==> src/core/ehs_pkg.sv <==
// constants, states and register layout of the exception sequencer
// assumes one system clock and software access over apb
package ehs_pkg;

  localparam int VEC_W = 7;
  localparam int ADDR_W = 24;
  localparam int MSTOP_W = 8;

  // vector numbers
  localparam logic [VEC_W-1:0] VEC_RESET = 7'h00;
  localparam logic [VEC_W-1:0] VEC_TRACE = 7'h05;
  localparam logic [VEC_W-1:0] VEC_DIRECT = 7'h06;
  localparam logic [VEC_W-1:0] VEC_NMI = 7'h07;
  localparam logic [VEC_W-1:0] VEC_TRAP0 = 7'h08;
  localparam logic [VEC_W-1:0] VEC_EXT0 = 7'h10;
  localparam logic [VEC_W-1:0] VEC_INT0 = 7'h18;

  // interrupt control mode codes
  localparam logic [1:0] MODE_0 = 2'h0;
  localparam logic [1:0] MODE_2 = 2'h2;
  localparam logic [2:0] MASK_MAX = 3'h7;

  // reset values
  localparam logic [MSTOP_W-1:0] MSTOP_A_RST = 8'h3F;
  localparam logic [MSTOP_W-1:0] MSTOP_B_RST = 8'hFF;
  localparam logic [MSTOP_W-1:0] MSTOP_C_RST = 8'hFF;
  localparam logic ADV_RST = 1'b1;

  // register offsets
  localparam logic [7:0] OFS_CTRL = 8'h00;
  localparam logic [7:0] OFS_MSTOP_A = 8'h04;
  localparam logic [7:0] OFS_MSTOP_B = 8'h08;
  localparam logic [7:0] OFS_MSTOP_C = 8'h0C;
  localparam logic [7:0] OFS_STATUS = 8'h10;

  // control register fields
  localparam int CB_MODE = 0;
  localparam int CB_ADV = 2;
  localparam int CB_T = 3;
  localparam int CB_MASK = 4;
  localparam int CB_I = 7;
  localparam int CB_UI = 8;

  typedef enum logic [1:0] {ST_RESET, ST_RUN, ST_EXC} ehs_state_t;
  typedef enum logic [2:0] {
    EK_NONE, EK_RESET, EK_TRACE, EK_DIRECT, EK_IRQ, EK_TRAP
  } ehs_kind_t;

endpackage

==> src/core/ehs_top.sv <==
// exception handling sequencer: ranks and starts exceptions
// assumes the pipeline pulses its events on this clock and that
// the reset pin arrives asynchronously
`timescale 1ns/100ps

module ehs_top
  import ehs_pkg::*;
#(
  parameter int APB_AW = 8
) (
  // clock and reset
  input wire logic clock,
  input wire logic rst,
  // reset pin and watchdog
  input wire logic reset_pin_n,
  input wire logic wdt_overflow,
  // cpu pipeline
  input wire logic instr_done,
  input wire logic instr_is_rte,
  input wire logic instr_is_ccr_ld,
  input wire logic sleep_direct,
  input wire logic trap_exec,
  input wire logic [1:0] trap_num,
  input wire logic exc_done,
  // interrupt controller
  input wire logic irq_req,
  input wire logic irq_nmi,
  input wire logic [VEC_W-1:0] irq_vector,
  input wire logic [2:0] irq_level,
  output logic irq_ack,
  // exception start
  output logic cpu_halt,
  output logic exc_start,
  output logic [VEC_W-1:0] exc_vector,
  output logic [ADDR_W-1:0] exc_vec_addr,
  output logic ctx_push,
  // control state
  output logic int_ctrl_mode_hi,
  output logic int_ctrl_mode_lo,
  output logic exr_trace_en,
  output logic [2:0] extended_mask_level,
  output logic ccr_int_mask,
  output logic user_mask_bit,
  // module stop and pins
  output logic [MSTOP_W-1:0] module_stop_ctrl_a,
  output logic [MSTOP_W-1:0] module_stop_ctrl_b,
  output logic [MSTOP_W-1:0] module_stop_ctrl_c,
  output logic [3*MSTOP_W-1:0] periph_access_en,
  output logic ext_bus_en,
  output logic port_gpio_en,
  // apb slave
  input wire logic psel,
  input wire logic penable,
  input wire logic pwrite,
  input wire logic [APB_AW-1:0] paddr,
  input wire logic [31:0] pwdata,
  output logic [31:0] prdata,
  output logic pready,
  output logic pslverr
);

  ////////////////////////////////////////////////////////////////////
  // declarations

  logic rpin_s1_q, rpin_s2_q, rpin_q;
  ehs_state_t st_q, st_d;
  ehs_kind_t kind_q, sel_kind;
  logic [1:0] mode_q;
  logic adv_q, exr_t_q, ccr_i_q, ui_q;
  logic [2:0] mask_q;
  logic [MSTOP_W-1:0] mstop_a_q, mstop_b_q, mstop_c_q;
  logic trace_pend_q, direct_pend_q, trap_pend_q, bnd_q;
  logic [1:0] trap_num_q;
  logic start_q, ack_q, push_q;
  logic [VEC_W-1:0] vec_q;
  logic [ADDR_W-1:0] addr_q;
  logic [31:0] prdata_q;

  ////////////////////////////////////////////////////////////////////
  // reset pin synchroniser and reset start

  always_ff @(posedge clock or posedge rst) begin
    if (rst) begin
      rpin_s1_q <= 1'b0;
      rpin_s2_q <= 1'b0;
      rpin_q <= 1'b0;
    end else begin
      rpin_s1_q <= reset_pin_n;
      rpin_s2_q <= rpin_s1_q;
      rpin_q <= rpin_s2_q;
    end
  end

  wire held = ~rpin_s2_q;
  wire rise = rpin_s2_q & ~rpin_q;
  wire rst_start = rise | (wdt_overflow & rpin_s2_q);
  wire in_run = (st_q == ST_RUN);
  wire in_exc = (st_q == ST_EXC);

  ////////////////////////////////////////////////////////////////////
  // event conditions and ranking

  wire trace_on = (mode_q == MODE_2) & exr_t_q;
  wire trace_set = in_run & instr_done & trace_on & ~instr_is_rte;
  wire bnd_set = (in_run & instr_done & ~instr_is_ccr_ld)
               | (in_exc & exc_done & (kind_q != EK_RESET));
  wire lvl_ok = (mode_q == MODE_2) ? (irq_level > mask_q) : ~ccr_i_q;
  wire irq_ok = irq_req & (irq_nmi | lvl_ok);

  wire take_trace = in_run & trace_pend_q;
  wire take_direct = in_run & ~trace_pend_q & direct_pend_q;
  wire take_irq = in_run & ~trace_pend_q & ~direct_pend_q & bnd_q
                & irq_ok;
  wire take_trap = in_run & ~trace_pend_q & ~direct_pend_q & ~take_irq
                 & trap_pend_q;
  wire take_any = take_trace | take_direct | take_irq | take_trap;
  wire take = take_any & ~rst_start & ~held;

  wire [VEC_W-1:0] irq_vec = irq_nmi ? VEC_NMI : irq_vector;
  wire [VEC_W-1:0] trap_vec = VEC_TRAP0 + {5'h0, trap_num_q};
  wire [VEC_W-1:0] sel_vec = take_trace ? VEC_TRACE
                           : take_direct ? VEC_DIRECT
                           : take_irq ? irq_vec : trap_vec;
  wire [VEC_W-1:0] vec_in = rst_start ? VEC_RESET : sel_vec;
  wire [ADDR_W-1:0] addr_in = adv_q ? ADDR_W'({vec_in, 2'b00})
                                    : ADDR_W'({vec_in, 1'b0});
  wire [2:0] new_mask = irq_nmi ? MASK_MAX : irq_level;

  always_comb begin
    sel_kind = EK_TRAP;
    if (take_trace) begin
      sel_kind = EK_TRACE;
    end else if (take_direct) begin
      sel_kind = EK_DIRECT;
    end else if (take_irq) begin
      sel_kind = EK_IRQ;
    end
  end

  ////////////////////////////////////////////////////////////////////
  // sequencer state

  always_comb begin
    st_d = st_q;
    case (st_q)
      ST_RESET: begin
        if (rise) begin
          st_d = ST_EXC;
        end
      end
      ST_RUN: begin
        if (rst_start || take_any) begin
          st_d = ST_EXC;
        end
      end
      ST_EXC: begin
        if (rst_start) begin
          st_d = ST_EXC;
        end else if (exc_done) begin
          st_d = ST_RUN;
        end
      end
      default: st_d = ST_RESET;
    endcase
    if (held) begin
      st_d = ST_RESET;
    end
  end

  always_ff @(posedge clock or posedge rst) begin
    if (rst) begin
      st_q <= ST_RESET;
    end else begin
      st_q <= st_d;
    end
  end

  ////////////////////////////////////////////////////////////////////
  // pending events, set wins over clear by take; held pin or reset start clears all

  always_ff @(posedge clock or posedge rst) begin
    if (rst) begin
      trace_pend_q <= 1'b0;
      direct_pend_q <= 1'b0;
      trap_pend_q <= 1'b0;
      trap_num_q <= 2'h0;
      bnd_q <= 1'b0;
    end else if (held || rst_start) begin
      trace_pend_q <= 1'b0;
      direct_pend_q <= 1'b0;
      trap_pend_q <= 1'b0;
      bnd_q <= 1'b0;
    end else begin
      trace_pend_q <= (trace_pend_q & trace_on & ~take_trace) | trace_set;
      direct_pend_q <= (direct_pend_q & ~take_direct)
                     | (in_run & sleep_direct);
      trap_pend_q <= (trap_pend_q & ~take_trap) | (in_run & trap_exec);
      if (in_run && trap_exec) begin
        trap_num_q <= trap_num;
      end
      bnd_q <= bnd_set;
    end
  end

  ////////////////////////////////////////////////////////////////////
  // exception start outputs

  always_ff @(posedge clock or posedge rst) begin
    if (rst) begin
      start_q <= 1'b0;
      ack_q <= 1'b0;
      push_q <= 1'b0;
      vec_q <= VEC_RESET;
      addr_q <= '0;
      kind_q <= EK_NONE;
    end else begin
      start_q <= ~held & (rst_start | take_any);
      ack_q <= take & take_irq;
      push_q <= take;
      if (!held && (rst_start || take_any)) begin
        vec_q <= vec_in;
        addr_q <= addr_in;
        kind_q <= rst_start ? EK_RESET : sel_kind;
      end
    end
  end

  ////////////////////////////////////////////////////////////////////
  // apb decode

  wire setup = psel & ~penable;
  wire acc = psel & penable;
  wire hit_ctrl = (paddr == APB_AW'(OFS_CTRL));
  wire hit_a = (paddr == APB_AW'(OFS_MSTOP_A));
  wire hit_b = (paddr == APB_AW'(OFS_MSTOP_B));
  wire hit_c = (paddr == APB_AW'(OFS_MSTOP_C));
  wire hit_st = (paddr == APB_AW'(OFS_STATUS));
  wire hit = hit_ctrl | hit_a | hit_b | hit_c | hit_st;
  wire wr = acc & pwrite;
  wire [1:0] wmode = pwdata[CB_MODE +: 2];
  wire mode_legal = (wmode == MODE_0) | (wmode == MODE_2);
  wire [31:0] ctrl_word = {23'h0, ui_q, ccr_i_q, mask_q, exr_t_q,
                           adv_q, mode_q};
  wire [31:0] stat_word = {20'h0, st_q, kind_q, vec_q};
  wire [31:0] rd_word = hit_ctrl ? ctrl_word
                      : hit_a ? {24'h0, mstop_a_q}
                      : hit_b ? {24'h0, mstop_b_q}
                      : hit_c ? {24'h0, mstop_c_q}
                      : hit_st ? stat_word : 32'h0000_0000;

  always_ff @(posedge clock or posedge rst) begin
    if (rst) begin
      prdata_q <= 32'h0000_0000;
    end else if (setup) begin
      prdata_q <= rd_word;
    end
  end

  ////////////////////////////////////////////////////////////////////
  // control bits: reset, exception updates, then software writes

  always_ff @(posedge clock or posedge rst) begin
    if (rst) begin
      mode_q <= MODE_0;
      adv_q <= ADV_RST;
      exr_t_q <= 1'b0;
      ccr_i_q <= 1'b1;
      ui_q <= 1'b0;
      mask_q <= MASK_MAX;
    end else if (held || rst_start) begin
      mode_q <= MODE_0;
      exr_t_q <= 1'b0;
      ccr_i_q <= 1'b1;
      mask_q <= MASK_MAX;
    end else if (take) begin
      ccr_i_q <= 1'b1;
      if (take_irq && mode_q == MODE_2) begin
        mask_q <= new_mask;
      end
      if (mode_q == MODE_2 || !take_trap) begin
        exr_t_q <= 1'b0;
      end
    end else if (wr && hit_ctrl) begin
      if (mode_legal) begin
        mode_q <= wmode;
      end
      adv_q <= pwdata[CB_ADV];
      exr_t_q <= pwdata[CB_T];
      mask_q <= pwdata[CB_MASK +: 3];
      ccr_i_q <= pwdata[CB_I];
      ui_q <= pwdata[CB_UI];
    end
  end

  always_ff @(posedge clock or posedge rst) begin
    if (rst) begin
      mstop_a_q <= MSTOP_A_RST;
      mstop_b_q <= MSTOP_B_RST;
      mstop_c_q <= MSTOP_C_RST;
    end else if (held || rst_start) begin
      mstop_a_q <= MSTOP_A_RST;
      mstop_b_q <= MSTOP_B_RST;
      mstop_c_q <= MSTOP_C_RST;
    end else if (wr) begin
      if (hit_a) begin
        mstop_a_q <= pwdata[MSTOP_W-1:0];
      end
      if (hit_b) begin
        mstop_b_q <= pwdata[MSTOP_W-1:0];
      end
      if (hit_c) begin
        mstop_c_q <= pwdata[MSTOP_W-1:0];
      end
    end
  end

  ////////////////////////////////////////////////////////////////////
  // outputs

  assign irq_ack = ack_q;
  assign cpu_halt = (st_q == ST_RESET);
  assign exc_start = start_q;
  assign exc_vector = vec_q;
  assign exc_vec_addr = addr_q;
  assign ctx_push = push_q;
  assign int_ctrl_mode_hi = mode_q[1];
  assign int_ctrl_mode_lo = mode_q[0];
  assign exr_trace_en = exr_t_q;
  assign extended_mask_level = mask_q;
  assign ccr_int_mask = ccr_i_q;
  assign user_mask_bit = ui_q;
  assign module_stop_ctrl_a = mstop_a_q;
  assign module_stop_ctrl_b = mstop_b_q;
  assign module_stop_ctrl_c = mstop_c_q;
  assign periph_access_en = ~{mstop_c_q, mstop_b_q, mstop_a_q};
  assign ext_bus_en = 1'b0;
  assign port_gpio_en = 1'b1;
  assign prdata = prdata_q;
  assign pready = 1'b1;
  assign pslverr = acc & ~hit;
endmodule

==> config.mk <==
export PLATFORM = sky130hd
export DESIGN_NAME = ehs_top
export DESIGN_NICKNAME = d
export VERILOG_FILES = /design/src/core/ehs_pkg.sv /design/src/core/ehs_top.sv
export SDC_FILE = /design/constraint.sdc
export NUM_CORES = 1
export LEC_CHECK = 0
export ABC_AREA = 1
export BUFFER_PORTS_ARGS = -buffer_cell sky130_fd_sc_hd__buf_2
export CAP_MARGIN = 10
export CORE_UTILIZATION = 34
export CTS_BUF_LIST = sky130_fd_sc_hd__clkbuf_8
export CTS_CLUSTER_DIAMETER = 40
export DETAILED_ROUTE_END_ITERATION = 7
export PLACE_DENSITY = 0.59
export RECOVER_POWER = 25
export SYNTH_ARGS = -nofsm -noshare
export SYNTH_HDL_FRONTEND = slang
export SYNTH_SLANG_ARGS = --single-unit
==> constraint.sdc <==
create_clock -name clock -period 3.25 [get_ports clock]
set_clock_uncertainty 0.05 [all_clocks]
set_input_delay 0.4875 -clock clock [delete_from_list [all_inputs] [get_ports clock]]
set_output_delay 0.4875 -clock clock [all_outputs]
set_load 0.01 [all_outputs]
==> flow_metrics.tcl <==
set metrics [dict create \
    core_area_mm2 0.01257 \
    cp-start-kind "register" \
    viasPerCell 4.658 \
    fp.dieH_um 115.4 \
    synth_warnings 0 \
    track_usage 0.1958 \
    hold_violations 0 \
    final_cell_mix "buf_2 (131), nand2_1 (128), inv_1 (68), dfrtp_1 (50), nor2_1 (45)" \
    htree_levels 3 \
    port_buffers 131 \
    ios 194 \
    ys.flop_type "dfrtp_1" \
    via_count 3992 \
    dp_hpwl_mm 9.981 \
    rows 41 \
    worstPathRequired_ps 3450 \
    p_leak_uw 0.002944 \
    critPathMaxFanout 23 \
    min_period_ps 2540 \
    ys_types 43 \
    syn_avg_cell_area_um2 7.936 \
    crit_path_end_kind "register" \
    drt-pass1-iter-count 5 \
    cts_tree "done" \
    rr_worst_depth 12 \
    tns_ps 0 \
    status "finished, final reports clean" \
    cts_root_buf "clkbuf_8" \
    synth-compound-area-share 0.1265 \
    wl_per_cell_um 14.77 \
    gp_congestion 0.8817 \
    dpl_worst_slack_ps 689.8 \
    slew_viol_final 0 \
    r2r_slack_ps 710 \
    layout-drive-gt1-share 0.3241 \
    die_area_mm2 0.01332 \
    ant_nets 0 \
    holdPathStages 1 \
    powerDensity_mw_per_mm2 419.3 \
    hold_path.startpoint "reset_pin_n" \
    layout_commonest_cell "buf_2" \
    holdPathEnd "rpin_s1_q$_DFF_PP0_" \
    worstReg2RegEnd "exc_vec_addr[3]$_DFFE_PP0P_" \
    nets 750 \
    synth_top_family_by_area "simple AND/OR/NAND/NOR gates" \
    hp-class "in2reg" \
    rsz0062_at_grt "no" \
    finalWorstSetupSlack_ps 710.0 \
    holdBufCountCts 0 \
    grt_start_max_net_pins 44 \
    crit_arrival_ps 2740 \
    ys_seq_elements 77 \
    async_flop_share 1.000 \
    grt_pass1_vias 3745 \
    postCtsSetupRepairBufs 0 \
    critPathKind "reg2reg" \
    yosys.area_share.adder 0.008584 \
    insertion_delay_ps 350 \
    r2r-start "extended_mask_level[2]$_DFFE_PP1P_" \
    yosys.area_share.simple 0.2521 \
    maxCapViolCount 0 \
    drt-initial-drc-count 197 \
    relSlewSlack 0.08211 \
    drc_errors 0 \
    grt_pass1_wl_mm 19.48 \
    antenna_found_initial 0 \
    areaGrowthSynthToFinish_pct 20.31 \
    fill_cells 1329 \
    syn_area_mm2 0.004373 \
    synth_xor_area_frac 0 \
    fin_crit_sh 0.7815 \
    fmax_mhz 393.7 \
    diodes 0 \
    numCtsBuffers 9 \
    ir_drop_mv 0.3003 \
    cts.sinks 77 \
    grt-ovfl-total 0 \
    setup_viol 0 \
    start_util 0.3479 \
    tightest_slew_ps 1375 \
    clockBufferDepth 2 \
    synth_cells 551 \
    synth_edf_count 0 \
    clk_pin_slew_ps 80 \
    ys_seq_area_frac 0.4484 \
    wirelength_mm 12.66 \
    muxShareOfSynthArea 0.005150 \
    dieWidth_um 115.4 \
    cts_resized 0 \
]
## sequential cells by signal, summed over array words and instances (netlist names), 2 cells and up
register	cells
exc_vec_addr	8
exc_vector	7
extended_mask_level	3
kind_q	3
mode_q	2
module_stop_ctrl_a	8
module_stop_ctrl_b	8
module_stop_ctrl_c	8
prdata	12
st_q	2
trap_num_q	2
## per-stage QoR
stage | hold WS [ps] | cell area, µm² | power (µW) | util | cells
CTS | 170.3 | 5276 | 2233 | 0.4198 | 857
global route | 170.2 | 5261 | 2307 | 0.4186 | 857
floorplan | 281.2 | 4512 | 1243 | - | 588
finish | 185.0 | 5261 | 2206 | 0.4186 | 857
detailed placement | 300.2 | 5030 | 1323 | 0.4002 | 841
global placement | 283.9 | 5030 | 1318 | 0.4002 | 841
## cell families (layout without fill, tap and decap cells)
group,Yosys count,after routing
and+or+nand+nor,234,234
buffers and inverters,133,230
AOI/OAI and AO/OA,100,100
DFF,77,77
adders and majority gates,3,3
other,2,39
muxes,2,2
## how the worst max path moves through the flow
stage | start | endpoint | slack [ps] | cells after the start
floorplan | rst | bnd_q$_DFF_PP0_ | 790 | 1
global placement | irq_level[2] | exc_vec_addr[5]$_DFFE_PP0P_ | 750 | 12
detailed placement | irq_level[2] | exc_vec_addr[3]$_DFFE_PP0P_ | 690 | 12
CTS | extended_mask_level[2]$_DFFE_PP1P_ | exc_vec_addr[3]$_DFFE_PP0P_ | 720 | 12
global route | rst | user_mask_bit$_DFFE_PP0P_ | 530 | 3
finish | extended_mask_level[2]$_DFFE_PP1P_ | exc_vec_addr[3]$_DFFE_PP0P_ | 710 | 12
## layout make-up
cell class / instances / area (µm²) / area share
multi-input cells: 378 / 1862 / 0.3539
clock inverters: 6 / 108.9 / 0.02069
repair buffers: 134 / 675.6 / 0.1284
flip-flops and latches: 77 / 1961 / 0.3727
inverters: 80 / 301.5 / 0.05731
clock buffers: 10 / 137.6 / 0.02616
well taps: 172 / 215.2 / 0.04090
## critical path, cell delays in order, from the launching register on
cell and delay [ps]:
dfstp_2 540, inv_1 60, ha_1 310, a21oi_1 160
nand2_1 70, nand2_1 70, nand2_2 90, nand2_4 170
nand4_1 140, nand2_2 370, inv_2 200, nand3_1 150
nand2_1 60
## cell usage after synthesis, types with 2 or more instances
library cell / number / area [µm²]
inv_2: 10 / 37.54
nand2_1: 128 / 480.5
o21ai_1: 18 / 90.09
nand3_4: 2 / 35.03
a21oi_1: 37 / 185.2
nand3_1: 22 / 110.1
mux2_2: 2 / 22.52
a31oi_1: 2 / 12.51
o22ai_1: 2 / 12.51
dfstp_2: 27 / 709.4
conb_1: 2 / 7.510
dfrtp_1: 50 / 1251
o21ai_0: 28 / 140.1
ha_1: 3 / 37.54
buf_4: 41 / 307.8
nand2_2: 9 / 56.30
nor3_1: 3 / 15.01
nand4_1: 4 / 25.02
nor2_1: 45 / 168.9
nand3b_1: 3 / 22.52
clkbuf_1: 4 / 15.01
o21ai_2: 2 / 17.52
or2_2: 2 / 12.51
buf_2: 4 / 20.02
nor2_4: 5 / 56.30
buf_6: 4 / 45.04
nor2_2: 4 / 25.02
inv_1: 68 / 255.2
nand2_4: 2 / 22.52
o211ai_1: 5 / 37.54
## report_power, final
group          switching [µW]  internal (µW)  total, µW
Sequential               28.1           1000       1030
Clock                     373            531        905
Combinational             184           87.3        271
Total                     585           1620       2210
## metal layers
| metal | GRT usage | wire length [µm] |
|---|---|---|
| met1 | 0.2543 | 5627 |
| met5 | 0 | 0 |
| met3 | 0.03766 | 632 |
| met2 | 0.3309 | 6255 |
| met4 | 0.05887 | 145 |
No activity file was read; power rests on OpenSTA's default activity.
